## src/pbcs_pkg.sv

```systemverilog
// Package with register indexes, field positions and reset values of the PHY basic registers.
package pbcs_pkg;

    // ****************************************
    // Register indexes
    // ****************************************
    localparam logic [4:0] PBCS_IDX_CONTROL = 5'h00;
    localparam logic [4:0] PBCS_IDX_STATUS = 5'h01;
    localparam logic [4:0] PBCS_IDX_ID1 = 5'h02;
    localparam logic [4:0] PBCS_IDX_ID2 = 5'h03;
    localparam logic [4:0] PBCS_IDX_ANADV = 5'h04;
    localparam logic [4:0] PBCS_IDX_ANLPA = 5'h05;
    localparam logic [4:0] PBCS_IDX_ANEXP = 5'h06;
    localparam logic [4:0] PBCS_IDX_MODE = 5'h11;
    localparam logic [4:0] PBCS_IDX_SPMODE = 5'h12;
    localparam logic [4:0] PBCS_IDX_SPCTL = 5'h1B;
    localparam logic [4:0] PBCS_IDX_INTSRC = 5'h1D;
    localparam logic [4:0] PBCS_IDX_INTMSK = 5'h1E;
    localparam logic [4:0] PBCS_IDX_PHYSPC = 5'h1F;

    // ****************************************
    // Control register fields
    // ****************************************
    localparam int PBCS_CTL_RESET = 15;
    localparam int PBCS_CTL_LOOPBACK = 14;
    localparam int PBCS_CTL_SPEED = 13;
    localparam int PBCS_CTL_ANEN = 12;
    localparam int PBCS_CTL_PDOWN = 11;
    localparam int PBCS_CTL_RESTART = 9;
    localparam int PBCS_CTL_DUPLEX = 8;
    localparam int PBCS_CTL_COLTEST = 7;

    // ****************************************
    // Status register fields and constant value
    // ****************************************
    localparam int PBCS_STS_ANDONE = 5;
    localparam int PBCS_STS_RFAULT = 4;
    localparam int PBCS_STS_LINK = 2;
    localparam int PBCS_STS_JABBER = 1;
    localparam logic [15:0] PBCS_STS_FIXED = 16'h7809;

    // ****************************************
    // Reset values and soft reset length
    // ****************************************
    localparam logic PBCS_RST_LOOPBACK = 1'h0;
    localparam logic PBCS_RST_PDOWN = 1'h0;
    localparam logic PBCS_RST_DUPLEX = 1'h0;
    localparam logic PBCS_RST_COLTEST = 1'h0;
    localparam int PBCS_SOFT_RESET_CYCLES = 4;

    typedef enum logic [1:0] {
        PBCS_RS_IDLE = 2'b00,
        PBCS_RS_HOLD = 2'b01
    } pbcs_rst_state_t;

endpackage

```

## src/pbcs_latch_if.sv

```systemverilog
// Interface carrying live conditions and read strobe into the latched status bit module.
`timescale 1ns/1ps
`default_nettype none
interface pbcs_latch_if;
    logic [2:0] live;
    logic rd_strobe;
    logic clr;
    logic [2:0] held;
    modport ctrl (output live, output rd_strobe, output clr, input held);
    modport lat (input live, input rd_strobe, input clr, output held);
endinterface
`default_nettype wire

```

## src/pbcs_latch.sv

```systemverilog
// Latching status bits: bit 0 latches low, bits 1 and 2 latch high until the register is read.
`timescale 1ns/1ps
`default_nettype none
module pbcs_latch (
    // Clock and reset
    input wire logic clk,
    input wire logic reset_n,
    // Latch carrier
    pbcs_latch_if.lat lif
);
    import pbcs_pkg::*;

    logic [2:0] held_q;
    logic [2:0] held_d;
    logic [2:0] armed_q;
    logic [2:0] armed_d;

    // Bit 0 is the link, bits 1 and 2 are jabber and remote fault.
    always_comb begin
        held_d = held_q;
        armed_d = armed_q;
        if (lif.clr) begin
            held_d = {lif.live[2:1], 1'b0};
            armed_d = 3'h0;
        end else begin
            // The read unlatches; an event in the read cycle is kept.
            if (lif.live[0] == 1'b0) begin
                held_d[0] = 1'b0;
                armed_d[0] = 1'b1;
            end else if (!armed_q[0] || lif.rd_strobe) begin
                held_d[0] = 1'b1;
                armed_d[0] = 1'b0;
            end
            for (int i = 1; i < 3; i++) begin
                if (lif.live[i]) begin
                    held_d[i] = 1'b1;
                end else if (lif.rd_strobe) begin
                    held_d[i] = 1'b0;
                end
            end
        end
    end

    always_ff @(posedge clk or negedge reset_n) begin
        if (!reset_n) begin
            held_q <= 3'h0;
            armed_q <= 3'h0;
        end else begin
            held_q <= held_d;
            armed_q <= armed_d;
        end
    end

    assign lif.held = held_q;
endmodule
`default_nettype wire

```

## src/pbcs_regs.sv

```systemverilog
// Basic control and status registers of the PHY, reached through indexed management accesses.
//
// Function
// - Registers are reached only through indexed management commands, never memory mapped.
// - Indexes 0-6, 17, 18, 27, 29, 30, 31 are decoded as PHY registers.
// - Kept-through-soft-reset fields survive only the control bit 15 reset; no control field is kept here, all return to reset values.
// - Writing control bit 15 starts a soft reset; the bit clears itself.
// - Control bit 14 selects loopback; resets to 0.
// - Control bit 13 selects 100 or 10 Mbps, ignored while auto-negotiation enabled.
// - Control bit 12 enables auto-negotiation, overriding speed and duplex bits.
// - Speed and auto-negotiation enable reset values come from the speed strap.
// - Control bit 11 powers down; after clearing, negotiation may complete later.
// - Writing control bit 9 restarts auto-negotiation; the bit clears itself.
// - Control bit 8 selects full or half duplex, ignored during auto-negotiation.
// - Control bit 7 enables the collision test; resets to 0.
// - Status bit 15 reads 0; bits 14 to 11 read 1.
// - Status bit 5 shows auto-negotiation completion.
// - Status bit 4 latches a remote fault high.
// - Status bit 3 reads constant 1.
// - Status bit 2 shows link, latching low; resets to 0.
// - Status bit 1 latches jabber high.
// - Status bit 0 reads constant 1.
`timescale 1ns/1ps
`default_nettype none
module pbcs_regs #(
    parameter int SOFT_RESET_CYCLES = pbcs_pkg::PBCS_SOFT_RESET_CYCLES
) (
    // Clock and reset
    input wire logic CLK,
    input wire logic RESET_N,
    // Management access from the MAC
    input wire logic MGMT_REQ,
    input wire logic MGMT_WRITE,
    input wire logic [4:0] MGMT_INDEX,
    input wire logic [15:0] MGMT_WDATA,
    output logic MGMT_ACK,
    output logic [15:0] MGMT_RDATA,
    output logic MGMT_HIT,
    // Straps and live PHY conditions
    input wire logic SPEED_SEL,
    input wire logic AN_COMPLETE,
    input wire logic REMOTE_FAULT,
    input wire logic LINK_UP,
    input wire logic JABBER,
    input wire logic [15:0] OTHER_RDATA,
    // PHY controls
    output logic SOFT_RESET,
    output logic LOOPBACK,
    output logic SPEED_100,
    output logic FULL_DUPLEX,
    output logic AN_ENABLE,
    output logic AN_RESTART,
    output logic POWER_DOWN,
    output logic COL_TEST
);
    import pbcs_pkg::*;

    localparam logic [7:0] SR_LAST = 8'(SOFT_RESET_CYCLES - 1);

    // ****************************************
    // State
    // ****************************************
    logic loop_q;
    logic loop_d;
    logic spd_q;
    logic spd_d;
    logic anen_q;
    logic anen_d;
    logic pd_q;
    logic pd_d;
    logic dup_q;
    logic dup_d;
    logic col_q;
    logic col_d;
    logic rst_bit_q;
    logic rst_bit_d;
    logic rstrt_q;
    logic rstrt_d;
    logic strap_q;
    logic strap_d;
    logic strap_done_q;
    logic strap_done_d;
    pbcs_rst_state_t rs_q;
    pbcs_rst_state_t rs_d;
    logic [7:0] rcnt_q;
    logic [7:0] rcnt_d;
    logic ack_q;
    logic ack_d;
    logic hit_q;
    logic hit_d;
    logic [15:0] rdata_q;
    logic [15:0] rdata_d;
    logic sp100_q;
    logic sp100_d;
    logic fdx_q;
    logic fdx_d;
    logic [15:0] ctl_view;
    logic [15:0] sts_view;
    logic known;
    logic wr_ctl;
    logic rd_sts;
    logic soft_clr;

    pbcs_latch_if lif ();

    pbcs_latch u_latch (
        .clk(CLK),
        .reset_n(RESET_N),
        .lif(lif)
    );

    // ****************************************
    // Decode
    // ****************************************
    always_comb begin
        case (MGMT_INDEX)
            PBCS_IDX_CONTROL,
            PBCS_IDX_STATUS,
            PBCS_IDX_ID1,
            PBCS_IDX_ID2,
            PBCS_IDX_ANADV,
            PBCS_IDX_ANLPA,
            PBCS_IDX_ANEXP,
            PBCS_IDX_MODE,
            PBCS_IDX_SPMODE,
            PBCS_IDX_SPCTL,
            PBCS_IDX_INTSRC,
            PBCS_IDX_INTMSK,
            PBCS_IDX_PHYSPC: known = 1'b1;
            default: known = 1'b0;
        endcase
    end

    // Only index 0 writes and index 1 reads touch state in this block.
    assign wr_ctl = MGMT_REQ && MGMT_WRITE && (MGMT_INDEX == PBCS_IDX_CONTROL);
    assign rd_sts = MGMT_REQ && !MGMT_WRITE && (MGMT_INDEX == PBCS_IDX_STATUS);
    assign soft_clr = (rs_q == PBCS_RS_HOLD) && (rcnt_q == SR_LAST);

    // ****************************************
    // Latch hookup
    // ****************************************
    // The end of a soft reset also clears latched bit 0 and loads bits 1 and 2 with their live levels.
    assign lif.live = {REMOTE_FAULT, JABBER, LINK_UP};
    assign lif.rd_strobe = rd_sts;
    assign lif.clr = soft_clr;

    // ****************************************
    // Register views
    // ****************************************
    always_comb begin
        ctl_view = 16'h0000;
        ctl_view[PBCS_CTL_RESET] = rst_bit_q;
        ctl_view[PBCS_CTL_LOOPBACK] = loop_q;
        ctl_view[PBCS_CTL_SPEED] = spd_q;
        ctl_view[PBCS_CTL_ANEN] = anen_q;
        ctl_view[PBCS_CTL_PDOWN] = pd_q;
        // The restart pulse is issued at once, so bit 9 always reads back as 0.
        ctl_view[PBCS_CTL_RESTART] = 1'b0;
        ctl_view[PBCS_CTL_DUPLEX] = dup_q;
        ctl_view[PBCS_CTL_COLTEST] = col_q;
    end

    always_comb begin
        sts_view = PBCS_STS_FIXED;
        sts_view[PBCS_STS_ANDONE] = AN_COMPLETE && anen_q && !pd_q;
        sts_view[PBCS_STS_RFAULT] = lif.held[2];
        sts_view[PBCS_STS_LINK] = lif.held[0];
        sts_view[PBCS_STS_JABBER] = lif.held[1];
    end

    // ****************************************
    // Next state
    // ****************************************
    always_comb begin
        loop_d = loop_q;
        spd_d = spd_q;
        anen_d = anen_q;
        pd_d = pd_q;
        dup_d = dup_q;
        col_d = col_q;
        rst_bit_d = rst_bit_q;
        rstrt_d = 1'b0;
        strap_d = strap_q;
        strap_done_d = strap_done_q;
        rs_d = rs_q;
        rcnt_d = rcnt_q;
        // The strap level is caught on the first clock after reset release.
        if (!strap_done_q) begin
            strap_done_d = 1'b1;
            strap_d = SPEED_SEL;
            spd_d = SPEED_SEL;
            anen_d = SPEED_SEL;
        end
        if (wr_ctl && rs_q == PBCS_RS_IDLE) begin
            loop_d = MGMT_WDATA[PBCS_CTL_LOOPBACK];
            spd_d = MGMT_WDATA[PBCS_CTL_SPEED];
            anen_d = MGMT_WDATA[PBCS_CTL_ANEN];
            pd_d = MGMT_WDATA[PBCS_CTL_PDOWN];
            dup_d = MGMT_WDATA[PBCS_CTL_DUPLEX];
            col_d = MGMT_WDATA[PBCS_CTL_COLTEST];
            rstrt_d = MGMT_WDATA[PBCS_CTL_RESTART];
            if (MGMT_WDATA[PBCS_CTL_RESET]) begin
                rst_bit_d = 1'b1;
                rs_d = PBCS_RS_HOLD;
                rcnt_d = 8'h00;
            end
        end
        case (rs_q)
            PBCS_RS_IDLE: begin
            end
            PBCS_RS_HOLD: begin
                rcnt_d = rcnt_q + 8'h01;
                if (soft_clr) begin
                    // No field is kept here, so all return to reset values.
                    rs_d = PBCS_RS_IDLE;
                    rst_bit_d = 1'b0;
                    loop_d = PBCS_RST_LOOPBACK;
                    pd_d = PBCS_RST_PDOWN;
                    dup_d = PBCS_RST_DUPLEX;
                    col_d = PBCS_RST_COLTEST;
                    spd_d = strap_q;
                    anen_d = strap_q;
                end
            end
            default: rs_d = PBCS_RS_IDLE;
        endcase
        // Manual speed and duplex apply only while negotiation is off.
        sp100_d = anen_d ? sp100_q : spd_d;
        fdx_d = anen_d ? fdx_q : dup_d;
        ack_d = MGMT_REQ;
        hit_d = MGMT_REQ && known;
        rdata_d = 16'h0000;
        if (MGMT_REQ && !MGMT_WRITE) begin
            case (MGMT_INDEX)
                PBCS_IDX_CONTROL: rdata_d = ctl_view;
                PBCS_IDX_STATUS: rdata_d = sts_view;
                default: rdata_d = known ? OTHER_RDATA : 16'h0000;
            endcase
        end
    end

    // ****************************************
    // Registers
    // ****************************************
    always_ff @(posedge CLK or negedge RESET_N) begin
        if (!RESET_N) begin
            loop_q <= PBCS_RST_LOOPBACK;
            spd_q <= 1'b0;
            anen_q <= 1'b0;
            pd_q <= PBCS_RST_PDOWN;
            dup_q <= PBCS_RST_DUPLEX;
            col_q <= PBCS_RST_COLTEST;
            rst_bit_q <= 1'b0;
            rstrt_q <= 1'b0;
            strap_q <= 1'b0;
            strap_done_q <= 1'b0;
            rs_q <= PBCS_RS_IDLE;
            rcnt_q <= 8'h00;
            ack_q <= 1'b0;
            hit_q <= 1'b0;
            rdata_q <= 16'h0000;
            sp100_q <= 1'b0;
            fdx_q <= 1'b0;
        end else begin
            loop_q <= loop_d;
            spd_q <= spd_d;
            anen_q <= anen_d;
            pd_q <= pd_d;
            dup_q <= dup_d;
            col_q <= col_d;
            rst_bit_q <= rst_bit_d;
            rstrt_q <= rstrt_d;
            strap_q <= strap_d;
            strap_done_q <= strap_done_d;
            rs_q <= rs_d;
            rcnt_q <= rcnt_d;
            ack_q <= ack_d;
            hit_q <= hit_d;
            rdata_q <= rdata_d;
            sp100_q <= sp100_d;
            fdx_q <= fdx_d;
        end
    end

    // ****************************************
    // Outputs
    // ****************************************
    assign MGMT_ACK = ack_q;
    assign MGMT_HIT = hit_q;
    assign MGMT_RDATA = rdata_q;
    assign SOFT_RESET = rst_bit_q;
    assign LOOPBACK = loop_q;
    assign SPEED_100 = sp100_q;
    assign FULL_DUPLEX = fdx_q;
    assign AN_ENABLE = anen_q;
    assign AN_RESTART = rstrt_q;
    assign POWER_DOWN = pd_q;
    assign COL_TEST = col_q;
endmodule
`default_nettype wire

```

## config.mk

```make
export PLATFORM = sky130hd
export DESIGN_NAME = pbcs_regs
export DESIGN_NICKNAME = d
export VERILOG_FILES = /design/src/pbcs_pkg.sv /design/src/pbcs_latch_if.sv /design/src/pbcs_latch.sv /design/src/pbcs_regs.sv
export SDC_FILE = /design/constraint.sdc
export NUM_CORES = 1
export LEC_CHECK = 0
export BUFFER_PORTS_ARGS = -buffer_cell sky130_fd_sc_hd__buf_2
export CAP_MARGIN = 40
export CORE_MARGIN = 1.5
export CORE_UTILIZATION = 52
export CTS_CLUSTER_SIZE = 14
export DETAILED_ROUTE_END_ITERATION = 8
export GPL_TIMING_DRIVEN = 0
export HOLD_SLACK_MARGIN = 0.05
export PLACE_DENSITY = 0.84
export SLEW_MARGIN = 20
export SYNTH_ARGS = -nofsm -noshare
export SYNTH_HDL_FRONTEND = slang
export SYNTH_HIERARCHICAL = 1
export SYNTH_SLANG_ARGS = --single-unit
```

## constraint.sdc

```tcl
create_clock -name CLK -period 4.1 [get_ports CLK]
set_clock_uncertainty 0.05 [all_clocks]
set_input_delay 0.615 -clock CLK [delete_from_list [all_inputs] [get_ports CLK]]
set_output_delay 0.615 -clock CLK [all_outputs]
set_load 0.02 [all_outputs]
```

==> results_dict.tcl, run 1 <==
set metrics [dict create \
    hold_path.class "in2async" \
    period_share 0.5515 \
    rows 22 \
    rsz0062_at_grt "false" \
    path_class "in2reg" \
    synth_warnings 6 \
    netlist_instances 182 \
    fmax_mhz 442.3 \
    p_int_uw 653.1 \
    core_area_um2 3633 \
    vdd_drop_max_mv 0.2295 \
    synth.avg_cell_area_um2 10.67 \
    grt_usage 0.2196 \
    die_w_um 64.11 \
    clk_pin_slew_ns 0.08 \
    whs_ns 0.1744 \
    cp_max_fo 10 \
    drtIter0Drc 118 \
    fin_area_um2 2427 \
    worstSetupStartpointType "input port" \
    syn_nets 232 \
    dr.pass1.iters 4 \
    cp.arrival_ns 2.38 \
    powerDensity_nw_per_um2 365.8 \
    finalSetupViolations 0 \
    viasPerCell 5.166 \
    grt_pass1_vias 1517 \
    nets 303 \
    ant_nets 0 \
    stdcell_count 302 \
    wire_per_inst_um 13.57 \
    grt_max_degree 30 \
    nFillCells 283 \
    drv_cap 0 \
    cts_hold_buf 0 \
    drc_errors 0 \
    rr_startpoint "rcnt_q[4]" \
    vias 1560 \
    antenna_cells 0 \
    crit_start "MGMT_INDEX[1]" \
    combPwrFrac 0.148 \
    antenna_found_initial 0 \
    syn_to_final_growth_pct 25.00 \
    port_buffers 63 \
    dp_cells 294 \
    cts_resized 0 \
    yosysSeqAreaShare 0.5670 \
    worstRegToRegCells 5 \
    overflow 0 \
    hold_viol 0 \
    initial_utilization 0.5344 \
    clock_sink_count 44 \
    status "finished, final reports clean" \
    switching_share 0.2644 \
    slew_viol_final 0 \
    crit_path_end_kind "flip-flop" \
    grt_pass1_wl_mm 6.844 \
    fin_crit_ns 2.261 \
    die-area_um2 4110 \
    finalPower_uw 887.8 \
    die_y_um 64.11 \
    postCtsSetupBuffers 0 \
    pwr-share-clk 0.310 \
    max_slew_margin 0.5873 \
    p_switching_uw 234.7 \
    r2r_end "FULL_DUPLEX" \
    crit_required_ns 4.22 \
    finalWirelength_mm 4.099 \
    cts-htree-levels 2 \
    clockRootBuffer "clkbuf_8" \
    ios 72 \
    place_area_um2 2337 \
    p_leak_nw 1.266 \
    insertion_delay_ns 0.30 \
    worstMarginPinSlew_ns 0.6126 \
    drive_gt1_frac 0.3071 \
    fin_setup_tns_ns 0 \
    synthesis.area_um2 1942 \
    cts.path.max_buffers 2 \
    cts_tree "done" \
    hpwl_mm 3.118 \
    cts_buffers 5 \
    finalWeightedCongestion 0.7910 \
    ys_ff_latch 44 \
    seqPwrFrac 0.542 \
    reg2reg_slack_ns 2.05 \
    synth_cell_types 41 \
]
==> area by class of cell <==
| type | instances | area [um^2] | share of cell area |
|---|---|---|---|
| sequential | 44 | 1101 | 0.4536 |
| multi-input combinational | 125 | 790.8 | 0.3258 |
| timing repair buffer | 64 | 335.3 | 0.1381 |
| clock buffer | 8 | 90.09 | 0.03711 |
| tap | 48 | 60.06 | 0.02474 |
| inverter | 10 | 37.54 | 0.01546 |
| buffer | 3 | 12.51 | 0.005155 |
==> metal layers <==
metal,wire length (um),global-route usage,part of all wire,vias up
li1,-,-,-,768
met1,1801,0.2842,0.44,716
met2,1898,0.3359,0.46,66
met3,303,0.05986,0.074,10
met4,95,0.1197,0.023,0
met5,0,0,0,-
==> cells in the mapped netlist <==
cell type	n	area, um^2
nor2b_1	2	12.51
buf_2	1	5.000
nor4b_4	1	23.77
nand2b_1	3	18.77
or4_1	1	7.510
nor3_1	4	20.02
nor2_1	20	75.07
and3_1	3	18.77
xnor2_1	1	8.760
nand4_1	3	18.77
mux2_4	1	15.01
o211ai_1	1	7.510
and2b_1	1	7.510
o32ai_1	1	8.760
o31ai_1	1	7.510
a22o_1	1	8.760
o21ai_0	9	45.04
nand2_1	16	60.06
ha_1	4	50.05
and2_1	4	25.02
or2_2	1	6.260
a32oi_1	3	26.28
dfrtp_1	44	1101
a21oi_1	15	75.07
clkbuf_1	2	7.510
nand2b_4	1	13.76
nand4b_1	1	8.760
mux2i_2	1	13.76
o211a_1	1	10.01
conb_1	2	7.510
inv_1	10	37.54
o21a_1	1	7.510
nor4_2	1	12.51
xor2_1	3	26.28
o22ai_1	2	12.51
o22a_1	1	8.760
nand4_4	1	21.27
a21o_1	2	15.01
mux2i_1	5	50.05
nand3_1	6	30.03
or3_1	1	6.260
==> stage by stage <==
step / setup WS (ns) / utilization
after global routing: 1.747 / 0.6680
final: 1.839 / 0.6680
after detailed placement: 1.524 / 0.6433
after global placement: 1.565 / 0.6377
after CTS: 1.844 / 0.6680
after floorplan: 1.876 / -
==> power groups by stage <==
stage          combinational (mW)  clock (mW)  sequential [mW]
2_1_floorplan              0.0587           0            0.502
3_3_place_gp                0.126           0            0.488
3_5_place_dp                0.132           0            0.489
4_1_cts                     0.133       0.278            0.481
5_1_grt                     0.147       0.304            0.484
6_report                    0.132       0.275            0.481
==> worst max path at each step <==
stage               cells after the start     endpoint
floorplan                               7  FULL_DUPLEX
global placement                        8  FULL_DUPLEX
detailed placement                      8  FULL_DUPLEX
CTS                                     8  FULL_DUPLEX
global route                            8  FULL_DUPLEX
finish                                  8  FULL_DUPLEX
==> critical path: stages <==
cell	delay [ns]
buf_2	0.11
inv_1	0.07
ha_1	0.24
nor4b_4	0.35
nand4_4	0.27
mux2_4	0.38
mux2i_2	0.20
o32ai_1	0.13
==> cells by family (layout without fill, tap and decap cells) <==
family / Yosys count / in the layout / synth area share
AO/OA/AOI/OAI: 38 / 38 / 0.1198
XOR/XNOR: 4 / 4 / 0.01804
adder cells (fa/ha/maj): 4 / 4 / 0.02577
buffers and inverters: 13 / 85 / 0.02577
flip-flops: 44 / 44 / 0.5670
multiplexers: 7 / 7 / 0.04059
other: 2 / 2 / 0.003867
AND/OR/NAND/NOR: 70 / 70 / 0.1991
==> state kept, by name, summed over array words and instances, names as in the netlist <==
| register | cells |
|---|---|
| MGMT_ACK | 1 |
| COL_TEST | 1 |
| rs_q | 2 |
| u_latch/armed_q | 1 |
| MGMT_RDATA | 16 |
| dup_q | 1 |
| SOFT_RESET | 1 |
| AN_ENABLE | 1 |
| spd_q | 1 |
| FULL_DUPLEX | 1 |
| MGMT_HIT | 1 |
| u_latch/lif.held | 3 |
| LOOPBACK | 1 |
| POWER_DOWN | 1 |
| rcnt_q | 8 |
| SPEED_100 | 1 |
| AN_RESTART | 1 |
| strap_q | 1 |
| strap_done_q | 1 |
==> layout by cell type, fill, tap and decap left out, types with 2 or more instances in the layout <==
cell type and count:
a21o_1 2, a21oi_1 15, a32oi_1 3, and2_1 4
and3_1 3, buf_2 64, clkbuf_1 4, clkbuf_8 6
conb_1 2, dfrtp_1 44, ha_1 4, inv_1 10
mux2i_1 5, nand2_1 16, nand2b_1 3, nand3_1 6
nand4_1 3, nor2_1 20, nor2b_1 2, nor3_1 4
o21ai_0 9, o22ai_1 2, xor2_1 3
Power figures use the tool's default switching activity.
==> inputs of run 2 (changes only) <==
ABC_AREA = 1   (was default)
CORE_UTILIZATION = 50   (was 52)
PLACE_DENSITY = 0.79   (was 0.84)
clock period = 2.1 ns   (was 4.1 ns; I/O delays follow)
==> results_dict.tcl, run 2 <==
set metrics [dict create \
    combPwrFrac 0.162 \
    hold_path.class "in2reg" \
    wire_per_inst_um 12.12 \
    grt_pass1_vias 1755 \
    finalWirelength_mm 4.533 \
    critPathTopFamily "simple AND/OR/NAND/NOR gates" \
    drv_cap 0 \
    worstPathCellList "ha_1, nand4_1, nor4_1, nor2_2, a21o_2" \
    insertion_delay_ns 0.30 \
    syn_nets 299 \
    switching_share 0.2842 \
    cts_tree "done" \
    period_share 0.7911 \
    synth_cell_types 35 \
    grt_max_degree 33 \
    cp_max_fo 4 \
    port_buffers 63 \
    worstSetupStartpointType "flip-flop" \
    die_y_um 69.93 \
    dp_cells 365 \
    initial_utilization 0.5179 \
    netlist_instances 249 \
    clockRootBuffer "clkbuf_8" \
    crit_required_ns 2.25 \
    stdcell_count 374 \
    grt_pass1_wl_mm 7.783 \
    yosysTopAreaCell "dfrtp_1" \
    r2r_end "u_latch/lif.held[2]" \
    ys_ff_latch 44 \
    cp.arrival_ns 1.81 \
    crit_path_end_kind "flip-flop" \
    synth_area_leaders "dfrtp_1 49%, nand2_1 8.0%, inv_1 5.7%" \
    status "finished, final reports clean" \
    layout_setup_ws_ns 0.4388 \
    crit_start "rcnt_q[0]" \
    drtIter0Drc 93 \
    seqPwrFrac 0.486 \
    clk_pin_slew_ns 0.09 \
    dr.pass1.iters 4 \
    rsz0062_at_grt "false" \
    synth_common_cells "48 x nand2_1, 44 x dfrtp_1, 34 x inv_1, 18 x nor2_1" \
    overflow 0 \
    fin_crit_ns 1.661 \
    antenna_found_initial 0 \
    fin_setup_tns_ns 0 \
    rows 24 \
    worstMarginPinSlew_ns 0.5992 \
    cp_num_buf_inv 0 \
    hpwl_mm 3.523 \
    reg2reg_slack_ns 0.44 \
    ys.flop_type "dfrtp_1" \
    crit_end "u_latch/lif.held[2]" \
    ios 72 \
    final_common_cell "buf_2" \
    clock_sink_count 44 \
    vias 1845 \
    rr_startpoint "rcnt_q[0]" \
    p_leak_nw 1.508 \
    cp.depth 5 \
    viasPerCell 4.933 \
    fin_util 0.6395 \
    crit_path_top_delay_cell "nor4_1" \
    synth_top_area_share 0.4916 \
    crit_path_max_incr_delay_ns 0.47 \
    worstRegToRegCells 5 \
    synth_warnings 6 \
    nets 371 \
    synthesis.area_um2 2240 \
    syn_to_final_growth_pct 23.46 \
    p_switching_uw 544.9 \
    die_w_um 69.93 \
    antenna_cells 0 \
    post-synth-top-count-cell "nand2_1" \
    dp_worst_setup_slack_ns 0.4076 \
    finalWeightedCongestion 0.8515 \
    drc_errors 0 \
    cts-htree-levels 2 \
    whs_ns 0.08473 \
    die-area_um2 4890 \
    largest_reg_flops 16 \
    hold_viol 0 \
    grt_usage 0.2017 \
    yosysSeqAreaShare 0.4916 \
    max_slew_margin 0.5968 \
    fmax_mhz 602.0 \
    most-common-layout-cells "63 x buf_2, 48 x nand2_1, 44 x dfrtp_1" \
    cts_resized 0 \
    slew_viol_final 0 \
    path_class "reg2reg" \
    synth.avg_cell_area_um2 8.995 \
    cts_buffers 5 \
    finalSetupViolations 0 \
    vdd_drop_max_mv 0.3926 \
    ant_nets 0 \
    p_int_mw 1.373 \
    synth_edf_count 0 \
    powerDensity_nw_per_um2 693.4 \
    cts.path.max_buffers 2 \
    drive_gt1_frac 0.3602 \
    core_area_um2 4324 \
    pwr-share-clk 0.352 \
    synthArstFlopShare 1.000 \
]
## run 2: power by group through the flow
stage	registers (mW)	logic [mW]	clock network, mW
after detailed placement	0.949	0.311	0
after floorplan	0.980	0.156	0
after global routing	0.939	0.352	0.725
final	0.932	0.311	0.675
after CTS	0.932	0.315	0.683
after global placement	0.947	0.299	0
## run 2: cell type report
cell class                      instances  area, um^2
Inverter                               42       158.9
Timing Repair Buffer                   65       345.3
Fill cell                             388        1559
Tap cell                               52       65.06
Buffer                                  2       22.52
Sequential cell                        44        1101
Clock inverter                          3       46.29
Clock buffer                            5       68.82
Multi-Input combinational cell        161       957.2
## run 2: worst min path at each step
| stage | slack, ns | startpoint | end | cells after the start |
|---|---|---|---|---|
| final | 0.08 | MGMT_REQ | MGMT_ACK | 1 |
| after global routing | 0.08 | MGMT_REQ | MGMT_ACK | 1 |
| after global placement | 0.40 | MGMT_REQ | MGMT_ACK | 1 |
| after detailed placement | 0.18 | RESET_N | rcnt_q[3] | 1 |
| after CTS | 0.08 | MGMT_REQ | MGMT_ACK | 1 |
| after floorplan | -0.03 | RESET_N | AN_ENABLE | 0 |
## run 2: logic make-up (layout without fill, tap and decap cells)
logic type | Yosys count | after routing | share of synthesized area
buffers and inverters | 44 | 117 | 0.08100
DFF | 44 | 44 | 0.4916
and+or+nand+nor | 114 | 114 | 0.2961
xor gates and xnor gates | 1 | 1 | 0.003911
other | 2 | 2 | 0.003353
AOI/OAI and AO/OA | 40 | 40 | 0.1017
adders and majority gates | 4 | 4 | 0.02235
## run 2: stage by stage
step	cell area, um^2	power [mW]
final	2765	1.917
after global routing	2765	2.016
after CTS	2765	1.930
after detailed placement	2640	1.260
after global placement	2620	1.246
after floorplan	2240	1.136
## run 2: worst register-to-register path: cells and delay by family (launching register included)
| kind | cells | cell delay, ns |
|---|---|---|
| and+or+nand+nor | 3 | 0.69 |
| adders and majority gates | 1 | 0.22 |
| DFF | 1 | 0.39 |
| AOI/OAI and AO/OA | 1 | 0.21 |
## run 2: what timing repair did
action / 4_1_cts / 5_1_grt
buffers inserted: 0 / 0
hold buffers: 1 / 0
hold endpoints to repair: 12 / 0
## run 2: layer usage
layer	share of wire	wire, um	up-vias	track usage
met5	0	0	-	0
met2	0.51	2294	48	0.3545
li1	-	-	931	-
met1	0.43	1936	858	0.2443
met4	0.015	66	0	0.06410
met3	0.052	235	8	0.04762
==> inputs of run 3 (changes only) <==
CORE_UTILIZATION = 46   (was 50)
PLACE_DENSITY = 0.76   (was 0.79)
clock period = 1.4 ns   (was 2.1 ns; I/O delays follow)
==> results_dict.tcl, run 3 (synthesis results as in run 2) <==
set metrics [dict create \
    violations "setup timing" \
    ios 72 \
    cts.path.max_buffers 2 \
    combPwrFrac 0.193 \
    cp_max_fo 4 \
    finalWirelength_mm 4.661 \
    fin_area_um2 2898 \
    largest_reg_flops 16 \
    clock_sink_count 44 \
    path_class "reg2reg" \
    period_share 1.059 \
    hold_viol 0 \
    ant_nets 0 \
    crit_path_end_kind "flip-flop" \
    cts_tree "done" \
    routed-wl-met2_mm 2.317 \
    rsz0062_at_grt "true" \
    rr_startpoint "rcnt_q[1]" \
    initial_utilization 0.4773 \
    finalWeightedCongestion 0.8542 \
    p_switching_uw 820.0 \
    clk_pin_slew_ns 0.09 \
    grt_max_degree 33 \
    core_area_um2 4692 \
    slew_viol_final 0 \
    most-common-layout-cells "63 x buf_2, 47 x nand2_1, 43 x dfrtp_1" \
    syn_to_final_growth_pct 29.39 \
    port_buffers 63 \
    p_int_mw 1.911 \
    fin_crit_ns 1.483 \
    finalSetupViolations 6 \
    clockRootBuffer "clkbuf_8" \
    cts-htree-levels 2 \
    drive_gt1_frac 0.3994 \
    crit_start "rcnt_q[1]" \
    fin_setup_tns_ns -0.2839 \
    hold_depth 3 \
    seqPwrFrac 0.513 \
    fmax_mhz 674.3 \
    antenna_cells 0 \
    grt_pass1_wl_mm 7.403 \
    wl_met1_mm 2.001 \
    worstRegToRegCells 5 \
    drc_errors 0 \
    layout_setup_ws_ns -0.08296 \
    die_y_um 72.78 \
    hold_path.class "in2reg" \
    viasPerCell 4.806 \
    dr_wl_met3_um 240 \
    powerDensity_nw_per_um2 942.4 \
    die_w_um 72.78 \
    hold_start "MGMT_WDATA[9]" \
    p_leak_nw 1.563 \
    cts_buffers 5 \
    switching_share 0.3003 \
    insertion_delay_ns 0.30 \
    drtIter0Drc 64 \
    drv_cap 0 \
    die-area_um2 5296 \
    overflow 0 \
    vias 1860 \
    rows 25 \
    dr.max_layer_used "met4" \
    grt_usage 0.1809 \
    dr.pass1.iters 4 \
    vdd_drop_max_mv 0.5264 \
    hpwl_mm 3.426 \
    pwr-share-clk 0.295 \
    worstSetupStartpointType "flip-flop" \
    place_area_um2 2649 \
    crit_required_ns 1.55 \
    status "finished with violations" \
    nets 382 \
    grt_pass1_vias 1716 \
    antenna_found_initial 0 \
    wire_per_inst_um 12.04 \
    final_common_cell "buf_2" \
    cp.arrival_ns 1.63 \
    nFillCells 409 \
]
run 3: per-stage QoR:
stage               hold WS [ns]  utilization  total power, mW  setup WS, ns  std cells
finish                   0.05420       0.6176            2.731      -0.08296        387
global route             0.07071       0.6176            2.859       -0.1552        387
floorplan                -0.1356            -            1.705       0.04935        249
detailed placement       0.07524       0.5645            1.891       -0.2043        367
CTS                      0.05223       0.5997            2.719      0.002560        381
global placement          0.3033       0.5603            1.873       -0.1702        366
run 3: path summary, 6_finish.rpt:
kind | endpoint | slack [ns]
setup / recovery | u_latch/lif.held[1] | -0.08
hold / removal | AN_RESTART | 0.05
setup reg to reg | u_latch/lif.held[1] | -0.08
hold reg to reg | MGMT_RDATA[4] | 0.44
max in group asynchronous | rcnt_q[2] | 0.52
min in group asynchronous | AN_ENABLE | 0.30
run 3: final cells by class:
cell class / instances / area (um^2) / area share
inverter: 42 / 162.7 / 0.05613
multi-input combinational: 161 / 1015 / 0.3502
sequential: 44 / 1102 / 0.3804
clock inverter: 3 / 23.77 / 0.008204
tap: 54 / 67.56 / 0.02332
timing repair buffer: 76 / 435.4 / 0.1503
clock buffer: 5 / 68.82 / 0.02375
buffer: 2 / 22.52 / 0.007772
run 3: routing by layer:
metal / track usage / up-vias
li1: - / 953
met2: 0.3089 / 52
met5: 0 / -
met4: 0.07757 / 0
met3: 0.03453 / 10
met1: 0.2233 / 845
run 3: what timing repair did:
action,in CTS,in global routing
setup buffers,2,6
hold buffers,4,0
hold endpoints to repair,15,0
resized for setup,4,9
pin swaps,0,10
endpoints found under the setup margin,8,11
run 3: power groups by stage:
stage	logic (mW)	clock network, mW	registers, mW
final	0.526	0.805	1.40
after global routing	0.589	0.861	1.41
after CTS	0.494	0.827	1.40
after detailed placement	0.467	0	1.42
after global placement	0.452	0	1.42
after floorplan	0.235	0	1.47
run 3: worst max-delay path: stages (launching register included):
cell and delay (ns):
dfrtp_1 0.41, ha_4 0.16, nand4_1 0.14, nor4_4 0.31, nor2_2 0.10, a21o_2 0.19
